===== src/logic/pbm_pkg.sv =====
// Purpose: constants for the port basic mode control register bank
// Assumes: 50 MHz clock, APB with 32-bit data, byte addresses
// Notes: one register word per address, narrow data in the low bits
package pbm_pkg;
  localparam int ADDR_W = 8;
  localparam int DATA_W = 32;
  localparam int REG_W = 16;

  // register byte addresses
  localparam logic [7:0] BASIC_MODE_CONTROL_ADDR = 8'h00;
  localparam logic [7:0] EVENT_STATUS_ADDR = 8'h04;

  // basic_mode_control fields
  localparam int BMC_SW_RESET = 15;
  localparam int BMC_LOOPBACK = 14;
  localparam int BMC_SPEED_100 = 13;
  localparam int BMC_AUTONEG_EN = 12;
  localparam int BMC_FULL_DUPLEX = 8;
  localparam logic [15:0] BMC_RESET_VAL = 16'h0000;

  // event_status fields
  localparam int EVS_CLEAR_UPON_READ = 0;
  localparam int EVS_LATCHED_LOW_HOLD = 1;
  localparam int EVS_LATCHED_HIGH_HOLD = 2;
  localparam int EVS_SELF_SET = 3;
  localparam int EVS_FIXED_READONLY = 4;
  localparam int EVS_EFF_DUPLEX = 8;
  localparam int EVS_EFF_SPEED = 13;
  localparam logic EVS_FIXED_VAL = 1'b1;

  // software reset duration
  localparam int CLK_FREQ_MHZ = 50;
  localparam int SWRST_TIME_NS = 1000;
  localparam int SWRST_CYCLES = (SWRST_TIME_NS * CLK_FREQ_MHZ + 999) / 1000;
  localparam int SWRST_CNT_W = 6;
endpackage : pbm_pkg


===== src/logic/pbm_basic_mode_control.sv =====
// Purpose: basic mode control register of one 10/100 port, plus a status word showing the
//          clear-upon-read, latched-low, latched-high, self-set and fixed read-only bit kinds
// Assumes: APB slave, all inputs synchronous to CLK, one wait state on every access
// Notes: bits 11..9 and 7..0 other than duplex are outside this block and read as zero
//
// Functional notes
// - a latched-low bit drops to zero on its event and stays zero until the register is read.
// - a latched-high bit rises to one on its event and stays one until the register is read.
// - a self-set bit is one while its event lasts and clears by itself once the event ends.
// - a fixed read-only bit always returns its default and ignores writes.
// - writing one to bit 15 starts a software reset that reads one until done, then self-clears.
// - when a software reset completes, all strap-derived values reload as at a hardware reset.
// - bit 14 set routes MII transmit data back onto the MII receive path; zero is normal.
// - with negotiation off, bit 13 forces speed, one for 100 Mb/s, zero for 10, strap default.
// - bit 12 enables negotiation, its reset value comes from a strap, software may rewrite it.
// - with negotiation on, speed and duplex bits are ignored; with it off they alone decide.
// - with negotiation off, bit 8 selects full duplex when one and half when zero, strap default.
`timescale 1ns/1ns
module pbm_basic_mode_control (
  // clock and reset
  input wire logic CLK,
  input wire logic NRST,
  // apb slave
  input wire logic PSEL,
  input wire logic PENABLE,
  input wire logic PWRITE,
  input wire logic [pbm_pkg::ADDR_W-1:0] PADDR,
  input wire logic [pbm_pkg::DATA_W-1:0] PWDATA,
  output logic [pbm_pkg::DATA_W-1:0] PRDATA,
  output logic PREADY,
  output logic PSLVERR,
  // straps
  input wire logic STRAP_SPEED_100,
  input wire logic STRAP_AUTONEG,
  input wire logic STRAP_FULL_DUPLEX,
  // negotiation result
  input wire logic AN_SPEED_100,
  input wire logic AN_FULL_DUPLEX,
  // status events
  input wire logic EVT_PULSE,
  input wire logic LINK_GOOD,
  input wire logic FAULT_SEEN,
  input wire logic EVT_ACTIVE,
  // mii data path
  input wire logic [3:0] MII_TXD,
  input wire logic MII_TX_EN,
  input wire logic [3:0] PHY_RXD,
  input wire logic PHY_RX_DV,
  output logic [3:0] MII_RXD,
  output logic MII_RX_DV,
  // port mode
  output logic PORT_SPEED_100,
  output logic PORT_FULL_DUPLEX,
  output logic PORT_AUTONEG_EN,
  output logic PORT_RESET_BUSY,
  output logic LOOPBACK_EN
);

  localparam int SWRST_LEN = pbm_pkg::SWRST_CYCLES;

  function automatic logic addr_is(input logic [pbm_pkg::ADDR_W-1:0] a, input logic [7:0] ref_a);
    addr_is = (a == ref_a);
  endfunction : addr_is

  // places one flag at its field position; shifting a single bit would lose it before widening
  function automatic logic [pbm_pkg::REG_W-1:0] bit_at(input logic b, input int pos);
    bit_at = '0;
    bit_at[pos] = b;
  endfunction : bit_at

  // control state
  logic rst_busy_q, rst_busy_d;
  logic [pbm_pkg::SWRST_CNT_W-1:0] rst_cnt_q, rst_cnt_d;
  logic strap_load_q, strap_load_d;
  logic lb_q, lb_d;
  logic spd_q, spd_d;
  logic an_q, an_d;
  logic dup_q, dup_d;
  // status state
  logic cor_q, ll_q, lh_q, sc_q;
  // bus state
  logic ack_q;
  logic [pbm_pkg::DATA_W-1:0] rdata_q, rdata_d;
  // port outputs
  logic eff_spd_q, eff_dup_q;
  logic [3:0] rxd_q;
  logic rx_dv_q;

  // bus decode: the first access cycle snapshots read data and applies read effects,
  // the second completes; the extra cycle keeps read data coming from a flip-flop
  wire access = PSEL & PENABLE;
  wire hit_bmc = addr_is(PADDR, pbm_pkg::BASIC_MODE_CONTROL_ADDR);
  wire hit_evs = addr_is(PADDR, pbm_pkg::EVENT_STATUS_ADDR);
  wire mapped = hit_bmc | hit_evs;
  wire snap = access & ~ack_q;
  wire rd_stat = snap & ~PWRITE & hit_evs;
  wire wr_done = access & ack_q & PWRITE;
  // writes are refused while a software reset runs, the restrap would override them anyway
  wire wr_bmc = wr_done & hit_bmc & ~rst_busy_q;
  wire rst_start = wr_bmc & PWDATA[pbm_pkg::BMC_SW_RESET];
  wire rst_end = rst_busy_q & (rst_cnt_q == pbm_pkg::SWRST_CNT_W'(SWRST_LEN - 1));

  wire [pbm_pkg::REG_W-1:0] bmc_view =
    bit_at(rst_busy_q, pbm_pkg::BMC_SW_RESET) | bit_at(lb_q, pbm_pkg::BMC_LOOPBACK) |
    bit_at(spd_q, pbm_pkg::BMC_SPEED_100) | bit_at(an_q, pbm_pkg::BMC_AUTONEG_EN) |
    bit_at(dup_q, pbm_pkg::BMC_FULL_DUPLEX);
  wire [pbm_pkg::REG_W-1:0] evs_view =
    bit_at(cor_q, pbm_pkg::EVS_CLEAR_UPON_READ) | bit_at(ll_q, pbm_pkg::EVS_LATCHED_LOW_HOLD) |
    bit_at(lh_q, pbm_pkg::EVS_LATCHED_HIGH_HOLD) | bit_at(sc_q, pbm_pkg::EVS_SELF_SET) |
    bit_at(pbm_pkg::EVS_FIXED_VAL, pbm_pkg::EVS_FIXED_READONLY) |
    bit_at(eff_dup_q, pbm_pkg::EVS_EFF_DUPLEX) | bit_at(eff_spd_q, pbm_pkg::EVS_EFF_SPEED);

  always_comb
  begin
    rdata_d = rdata_q;
    if (snap & ~PWRITE)
    begin
      rdata_d = '0;
      if (hit_bmc)
        rdata_d = pbm_pkg::DATA_W'(bmc_view);
      else if (hit_evs)
        rdata_d = pbm_pkg::DATA_W'(evs_view);
    end
  end

  // software reset sequencing and strap reload
  always_comb
  begin
    rst_busy_d = rst_busy_q;
    rst_cnt_d = rst_cnt_q;
    strap_load_d = 1'b0;
    if (rst_start)
    begin
      rst_busy_d = 1'b1;
      rst_cnt_d = '0;
    end
    else if (rst_end)
    begin
      rst_busy_d = 1'b0;
      strap_load_d = 1'b1;
    end
    else if (rst_busy_q)
      rst_cnt_d = rst_cnt_q + 1'b1;
  end

  always_comb
  begin
    lb_d = lb_q;
    spd_d = spd_q;
    an_d = an_q;
    dup_d = dup_q;
    if (strap_load_q)
    begin
      // straps are sampled one cycle after hardware reset release and after a software reset
      // limitation: a write completing in this cycle is lost to the reload
      lb_d = pbm_pkg::BMC_RESET_VAL[pbm_pkg::BMC_LOOPBACK];
      spd_d = STRAP_SPEED_100;
      an_d = STRAP_AUTONEG;
      dup_d = STRAP_FULL_DUPLEX;
    end
    else if (wr_bmc)
    begin
      lb_d = PWDATA[pbm_pkg::BMC_LOOPBACK];
      spd_d = PWDATA[pbm_pkg::BMC_SPEED_100];
      an_d = PWDATA[pbm_pkg::BMC_AUTONEG_EN];
      dup_d = PWDATA[pbm_pkg::BMC_FULL_DUPLEX];
    end
  end

  always_ff @(posedge CLK or negedge NRST)
  begin
    if (!NRST)
    begin
      rst_busy_q <= 1'b0;
      rst_cnt_q <= '0;
      strap_load_q <= 1'b1;
      lb_q <= pbm_pkg::BMC_RESET_VAL[pbm_pkg::BMC_LOOPBACK];
      spd_q <= pbm_pkg::BMC_RESET_VAL[pbm_pkg::BMC_SPEED_100];
      an_q <= pbm_pkg::BMC_RESET_VAL[pbm_pkg::BMC_AUTONEG_EN];
      dup_q <= pbm_pkg::BMC_RESET_VAL[pbm_pkg::BMC_FULL_DUPLEX];
    end
    else
    begin
      rst_busy_q <= rst_busy_d;
      rst_cnt_q <= rst_cnt_d;
      strap_load_q <= strap_load_d;
      lb_q <= lb_d;
      spd_q <= spd_d;
      an_q <= an_d;
      dup_q <= dup_d;
    end
  end

  // status bits: a new event in the read cycle always survives the read
  always_ff @(posedge CLK or negedge NRST)
  begin
    if (!NRST)
    begin
      cor_q <= 1'b0;
      ll_q <= 1'b1;
      lh_q <= 1'b0;
      sc_q <= 1'b0;
    end
    else
    begin
      cor_q <= EVT_PULSE | (cor_q & ~rd_stat);
      ll_q <= rd_stat ? LINK_GOOD : (ll_q & LINK_GOOD);
      lh_q <= rd_stat ? FAULT_SEEN : (lh_q | FAULT_SEEN);
      sc_q <= EVT_ACTIVE;
    end
  end

  always_ff @(posedge CLK or negedge NRST)
  begin
    if (!NRST)
    begin
      ack_q <= 1'b0;
      rdata_q <= '0;
    end
    else
    begin
      ack_q <= snap;
      rdata_q <= rdata_d;
    end
  end

  // port mode and mii receive mux
  always_ff @(posedge CLK or negedge NRST)
  begin
    if (!NRST)
    begin
      eff_spd_q <= 1'b0;
      eff_dup_q <= 1'b0;
      rxd_q <= '0;
      rx_dv_q <= 1'b0;
    end
    else
    begin
      eff_spd_q <= an_q ? AN_SPEED_100 : spd_q;
      eff_dup_q <= an_q ? AN_FULL_DUPLEX : dup_q;
      rxd_q <= lb_q ? MII_TXD : PHY_RXD;
      rx_dv_q <= lb_q ? MII_TX_EN : PHY_RX_DV;
    end
  end

  assign PREADY = ack_q;
  assign PSLVERR = ack_q & access & ~mapped;
  assign PRDATA = rdata_q;
  assign MII_RXD = rxd_q;
  assign MII_RX_DV = rx_dv_q;
  assign PORT_SPEED_100 = eff_spd_q;
  assign PORT_FULL_DUPLEX = eff_dup_q;
  assign PORT_AUTONEG_EN = an_q;
  assign PORT_RESET_BUSY = rst_busy_q;
  assign LOOPBACK_EN = lb_q;

  a_cor_read_clear: assert property (@(posedge CLK) disable iff (!NRST)
    rd_stat && !EVT_PULSE |=> !cor_q)
    else $error("clear-upon-read bit survived a read");
  a_cor_set_wins: assert property (@(posedge CLK) disable iff (!NRST)
    EVT_PULSE |=> cor_q)
    else $error("clear-upon-read event lost");
  a_ll_hold_low: assert property (@(posedge CLK) disable iff (!NRST)
    (!LINK_GOOD || (!ll_q && !rd_stat)) |=> !ll_q)
    else $error("latched-low bit released without a read");
  a_lh_hold_high: assert property (@(posedge CLK) disable iff (!NRST)
    (FAULT_SEEN || (lh_q && !rd_stat)) |=> lh_q)
    else $error("latched-high bit released without a read");
  a_self_set_follow: assert property (@(posedge CLK) disable iff (!NRST)
    ##1 sc_q == $past(EVT_ACTIVE))
    else $error("self-set bit does not follow its event");
  a_fixed_bit_read: assert property (@(posedge CLK) disable iff (!NRST)
    rd_stat |=> PRDATA[pbm_pkg::EVS_FIXED_READONLY] == pbm_pkg::EVS_FIXED_VAL)
    else $error("fixed read-only bit changed");
  a_swrst_length: assert property (@(posedge CLK) disable iff (!NRST)
    $rose(rst_busy_q) |-> rst_busy_q[*8] ##[1:SWRST_LEN] !rst_busy_q)
    else $error("software reset too short or never ends");
  a_swrst_restrap: assert property (@(posedge CLK) disable iff (!NRST)
    $fell(rst_busy_q) |=> spd_q == $past(STRAP_SPEED_100) && an_q == $past(STRAP_AUTONEG)
      && dup_q == $past(STRAP_FULL_DUPLEX) && !lb_q)
    else $error("straps not reloaded after software reset");
  a_loopback_path: assert property (@(posedge CLK) disable iff (!NRST)
    lb_q |=> MII_RXD == $past(MII_TXD) && MII_RX_DV == $past(MII_TX_EN))
    else $error("loopback does not return transmit data");
  a_forced_mode: assert property (@(posedge CLK) disable iff (!NRST)
    !an_q |=> PORT_SPEED_100 == $past(spd_q) && PORT_FULL_DUPLEX == $past(dup_q))
    else $error("forced speed or duplex not applied");
  a_an_override: assert property (@(posedge CLK) disable iff (!NRST)
    an_q |=> PORT_SPEED_100 == $past(AN_SPEED_100) && PORT_FULL_DUPLEX == $past(AN_FULL_DUPLEX))
    else $error("negotiation result not used while enabled");
  a_swrst_exact: assert property (@(posedge CLK) disable iff (!NRST)
    $rose(rst_busy_q) |-> ##SWRST_LEN $fell(rst_busy_q))
    else $error("software reset length differs from its count");
  a_swrst_reads_one: assert property (@(posedge CLK) disable iff (!NRST)
    snap && !PWRITE && hit_bmc && rst_busy_q |=> PRDATA[pbm_pkg::BMC_SW_RESET])
    else $error("reset bit does not read one while busy");
  a_cor_held: assert property (@(posedge CLK) disable iff (!NRST)
    cor_q && !rd_stat |=> cor_q)
    else $error("clear-upon-read bit lost without a read");
  a_ll_rearm: assert property (@(posedge CLK) disable iff (!NRST)
    rd_stat && LINK_GOOD |=> ll_q)
    else $error("latched-low bit not re-armed by a read");
  a_normal_path: assert property (@(posedge CLK) disable iff (!NRST)
    !lb_q |=> MII_RXD == $past(PHY_RXD) && MII_RX_DV == $past(PHY_RX_DV))
    else $error("receive path not normal without loopback");

endmodule : pbm_basic_mode_control


===== config.mk =====
export PLATFORM = sky130hd
export DESIGN_NAME = pbm_basic_mode_control
export DESIGN_NICKNAME = d
export VERILOG_FILES = /design/src/logic/pbm_pkg.sv /design/src/logic/pbm_basic_mode_control.sv
export SDC_FILE = /design/constraint.sdc
export NUM_CORES = 1
export LEC_CHECK = 0
export BUFFER_PORTS_ARGS = -buffer_cell sky130_fd_sc_hd__buf_2
export CELL_PAD_IN_SITES_DETAIL_PLACEMENT = 1
export CELL_PAD_IN_SITES_GLOBAL_PLACEMENT = 2
export CORE_MARGIN = 2
export CORE_UTILIZATION = 25
export CTS_CLUSTER_SIZE = 20
export DETAILED_ROUTE_END_ITERATION = 10
export HOLD_SLACK_MARGIN = 0.08
export PLACE_DENSITY = 0.91
export SETUP_SLACK_MARGIN = 0.15
export SYNTH_ARGS = -nofsm -noshare
export SYNTH_HDL_FRONTEND = slang
export SYNTH_SLANG_ARGS = --single-unit

===== constraint.sdc =====
create_clock -name CLK -period 2.75 [get_ports CLK]
set_clock_uncertainty 0.2 [all_clocks]
set_input_delay 0.4125 -clock CLK [delete_from_list [all_inputs] [get_ports CLK]]
set_output_delay 0.4125 -clock CLK [all_outputs]
set_load 0.02 [all_outputs]

# ---- Word-level counts from Yosys, hierarchy flattened
# Cells that the tools add are included.
dict set report op_classes {
  add_sub_neg 1
  n_eq_ne 3
  n_mux 23
  bitwise 30
  reduce_logical 5
}
# cell n
set ops {}
lappend ops {{6-bit 2-to-1 mux} 3}
lappend ops {{1-bit 2-to-1 mux} 17}
lappend ops {{16-bit 2-to-1 mux} 1}
lappend ops {{16-bit by 13-bit OR with 16-bit output} 1}
lappend ops {{16-bit by 14-bit OR with 16-bit output} 1}
lappend ops {{16-bit by 15-bit OR with 16-bit output} 1}
lappend ops {{16-bit by 9-bit OR with 16-bit output} 1}
lappend ops {{14-bit 2-to-1 mux} 1}
lappend ops {{9-bit by 14-bit OR with 14-bit output} 1}
lappend ops {{1-bit AND} 13}
lappend ops {{5-bit by 9-bit OR with 9-bit output} 1}
lappend ops {{8-bit by 3-bit equality test with 1-bit output (second input constant)} 1}
lappend ops {{8-bit logical NOT} 1}
lappend ops {{6-bit by 1-bit adder with 6-bit output (second input constant)} 1}
lappend ops {{6-bit equality test (second input constant)} 1}
lappend ops {{2-bit nonzero test} 3}
lappend ops {{1-bit inverter} 5}
lappend ops {{4-bit 2-to-1 mux} 1}
lappend ops {{3-bit by 4-bit OR with 4-bit output} 1}
lappend ops {{1-bit OR} 3}
lappend ops {{2-bit by 3-bit OR with 3-bit output} 1}
lappend ops {{2-bit != test (second input constant)} 1}
lappend ops {{1-bit by 2-bit OR with 2-bit output} 1}
lappend ops {{2-bit AND reduction} 1}
dict set report word_totals {
  regBits 56
  inputBits 64
  elab_cells 79
}

# ---- Depth between registers and ports, before layout
dict set report depth {
  depth_word 8
  mapped_depth 6
  ltp_nobuf 6
}

# ---- Least setup slack after synthesis
# No wires, ideal clock.
dict set report synth_timing {
  path_type {input-to-reg}
  from {input port PADDR[5] (netlist bit)}
  to {register an_q, in the netlist PORT_AUTONEG_EN}
  setup_ns 0.125
  arrival_ns 1.475
  t_required_ns 2.425
  setup_slack_ns 0.950
  path_stages 4
  path_buffers 0
  path_cell_list {nor4_4 > nand4_2 > mux2_1 > mux2_2}
}
dict set report synth_between {
  elab_chain_cells 4
}
# element line_no
set synth_rtl {}
lappend synth_rtl {{start, declared} pbm_basic_mode_control.sv:27} ;# input wire logic [pbm_pkg::ADDR_W-1:0] PADDR,
lappend synth_rtl {{8-bit logical NOT} pbm_basic_mode_control.sv:62} ;# addr_is = (a == ref_a);
lappend synth_rtl {{1-bit AND (2 in a row)} pbm_basic_mode_control.sv:99} ;# wire wr_bmc = wr_done & hit_bmc & ~rst_busy_q;
lappend synth_rtl {{2-bit nonzero test (no line)} n/a}
lappend synth_rtl {{end signal, assigned} pbm_basic_mode_control.sv:179} ;# an_q <= pbm_pkg::BMC_RESET_VAL[pbm_pkg::BMC_AUTONEG_EN];
lappend synth_rtl {{end signal, assigned} pbm_basic_mode_control.sv:189} ;# an_q <= an_d;
lappend synth_rtl {{end, declared} pbm_basic_mode_control.sv:77} ;# logic an_q, an_d;
# Every way passes these cells.
# A chain may end at the register's enable or synchronous reset.

# ---- Worst setup path in the final report
dict set report layout_timing {
  from {input port PADDR[5] (netlist bit)}
  to {output port PSLVERR}
}
dict set report layout_between {
  elab_chain_cells 4
}
# element line_no
set layout_rtl {}
lappend layout_rtl {{8-bit by 3-bit equality test with 1-bit output / 8-bit logical NOT (equally long branches)} pbm_basic_mode_control.sv:62}
lappend layout_rtl {{1-bit OR (*)} pbm_basic_mode_control.sv:94} ;# wire mapped = hit_bmc | hit_evs;
lappend layout_rtl {{1-bit inverter (*)} pbm_basic_mode_control.sv:247} ;# assign PSLVERR = ack_q & access & ~mapped;
lappend layout_rtl {{1-bit AND (*)} pbm_basic_mode_control.sv:247}
lappend layout_rtl {{end, declared} pbm_basic_mode_control.sv:31} ;# output logic PSLVERR,
# Every way passes the cells marked *; elsewhere a longest branch is shown, timed or not.

==> flow_metrics.env <==
export IMPL_status="completed"
export IMPL_slew_limit_headroom_pct=47.8
export IMPL_cts_setup_buffers=0
export IMPL_power_uw=970
export IMPL_yosys_area_share_simple_pct=14.7
export IMPL_synth_edf_count=0
export IMPL_clock_root_buffer="clkbuf_8"
export IMPL_start_kind="primary input"
export IMPL_largest_reg_flops=10
export IMPL_synth_compound_area_share_pct=7.32
export IMPL_setup_viol=0
export IMPL_hp_start="FAULT_SEEN"
export IMPL_placed_cells_incl_taps=271
export IMPL_grt_pass1_wl_mm=5.58
export IMPL_finalCritPeriodShare_pct=72.4
export IMPL_setup_ws_ps=760
export IMPL_netlist_area_um2=1620
export IMPL_arrival_ps=1380
export IMPL_drt_total_wl_mm=3.66
export IMPL_power_density_nw_per_um2=479
export IMPL_stdcell_count=280
export IMPL_cts_path_max_buffers=2
export IMPL_crit_required_ps=2140
export IMPL_initial_core_util_pct=25.7
export IMPL_muxShareOfSynthArea_pct=11.5
export IMPL_drc=0
export IMPL_grt_pass1_vias=1171
export IMPL_fin_tns_setup_ps=0
export IMPL_grt_util_all_layers_pct=10.2
export IMPL_p_leak_nw=1.04
export IMPL_grt_overflow=0
export IMPL_place_hpwl_mm=2.88
export IMPL_tightest_slew_ps=783
export IMPL_endpoint_kind="output pin"
export IMPL_worstSetupStartpoint="PADDR[5]"
export IMPL_fin_crit_ps=1990
export IMPL_cts_sinks=34
export IMPL_rows=29
export IMPL_vias=1195
export IMPL_synth_top_family_by_area="simple AND/OR/NAND/NOR gates"
export IMPL_design_area_um2=2020
export IMPL_synth_seq_cells=34
export IMPL_synth_xor_area_share_pct=1.08
export IMPL_clk_latency_ps=280
export IMPL_synthArstFlopShare_pct=100
export IMPL_max_freq_mhz=503
export IMPL_clk_pin_slew_ps=60
export IMPL_hp_class="in2reg"
export IMPL_dieHeight_um=84.6
export IMPL_synth_warnings=0
export IMPL_pre_cts_ws_ps=591
export IMPL_fill_cells=731
export IMPL_crit_path_max_fanout=4
export IMPL_synth_top_area_share_pct=49.3
export IMPL_dr_pass1_iters=4
export IMPL_grt_max_degree=35
export IMPL_die_area_um2=7160
export IMPL_cts_hold_repair_buffers=2
export IMPL_area_growth_pct=24.6
export IMPL_ant_nets=0
export IMPL_die_w_um=84.6
export IMPL_synth_area_leaders="dfrtp_1, buf_4, mux2_2"
export IMPL_avgSynthCellArea_um2=11.7
export IMPL_maxCapViolCount=0
export IMPL_diodes=0
export IMPL_synth_cell_type_count=33
export IMPL_gp_congestion=0.719
export IMPL_yosysMostFrequentCell="dfrtp_1"
export IMPL_io_buffers=58
export IMPL_pin_count=108
export IMPL_cts_resized=0
export IMPL_worstReg2RegStart="PORT_RESET_BUSY"
export IMPL_drt_iter0_markers=32
export IMPL_syn_inst=139
export IMPL_wl_per_cell_um=13.1
export IMPL_synth_seq_area_share_pct=52.5
export IMPL_irDropWorstVdd_mv=0.206
export IMPL_critPathKind="in2out"
export IMPL_drive_above_1_share_pct=39.4
export IMPL_synth_flop_cell="dfrtp_1"
export IMPL_hold_viol=0
export IMPL_cts_max_level=2
export IMPL_synth_fa_ha_area_share_pct=1.54
export IMPL_cts_buffers=5
export IMPL_nets=269
export IMPL_place_area_um2=1920
export IMPL_maxSlewViolCount=0
export IMPL_routed_via_density=4.27
export IMPL_rsz0062_at_grt="no"
export IMPL_yosysTopAreaCell="dfrtp_1"
export IMPL_synth_common_cells="dfrtp_1, buf_4, nand2_1, mux2_2, o21ai_0"
export IMPL_cts_tree="yes"
export IMPL_antenna_found_initial=0
export IMPL_core_region_area_um2=6310
==> critical path, cell delays in order <==
cell	delay [ps]
buf_2	110
nor4_4	390
and2_1	240
nor2b_1	60
buf_2	160
==> placed cells by master (no fill, tap or decap), types with 3 or more instances in the layout <==
cell,Yosys,layout
or3_1,3,3
mux2i_1,4,4
nand2_1,15,15
o21ai_0,6,6
nor2_1,4,4
nor3_1,3,3
a22o_1,4,4
clkbuf_8,0,6
conb_1,1,22
mux2_2,10,10
dfrtp_1,32,32
mux2_1,3,3
buf_2,0,58
==> final cells by class <==
class | count | area, µm² | area share, %
inverter | 2 | 7.51 | 0.371
sequential | 34 | 853 | 42.2
tap | 77 | 96.3 | 4.76
multi-input combinational | 100 | 669 | 33.1
timing repair buffer | 60 | 310 | 15.3
clock buffer | 7 | 86.3 | 4.27
==> metal layers <==
metal	wire length [µm]	up-vias	GRT usage [%]	part of all wire (%)
met2	1780	47	17.0	49
met1	1570	577	12.5	43
met4	21	0	2.16	0.57
met5	0	-	0	0
li1	-	569	-	-
met3	282	2	3.83	7.7
==> where the power goes <==
group          total [mW]  switching [mW]  leakage (nW)  internal, mW
Clock               0.367           0.169        0.0443         0.199
Combinational      0.0944          0.0643         0.566        0.0301
Sequential          0.508         0.00204         0.428         0.506
Total               0.970           0.235          1.04         0.734
==> path summary, 6_finish.rpt <==
path,endpoint,cells past startpoint,slack (ps)
min reg2reg,PRDATA[3],1,270
min in group asynchronous,PRDATA[12],2,570
max,PSLVERR,5,760
min,lh_q,2,120
max in group asynchronous,PORT_RESET_BUSY,2,1290
max reg2reg,PORT_AUTONEG_EN,4,950
==> logic make-up after synthesis <==
| family | after synthesis |
|---|---|
| AOI/OAI and AO/OA | 18 |
| xor gates and xnor gates | 2 |
| adders and majority gates | 2 |
| buffers and inverters | 26 |
| DFF | 34 |
| muxes | 17 |
| other | 1 |
| and+or+nand+nor | 39 |
==> metrics by stage <==
step           hold WS, ps  util, %
2_1_floorplan        -83.1        -
3_3_place_gp           249     30.4
3_5_place_dp           266     30.4
4_1_cts                105     32.0
5_1_grt                105     32.0
6_report               119     32.0
Note: power is estimated with default switching activity, not from simulation.
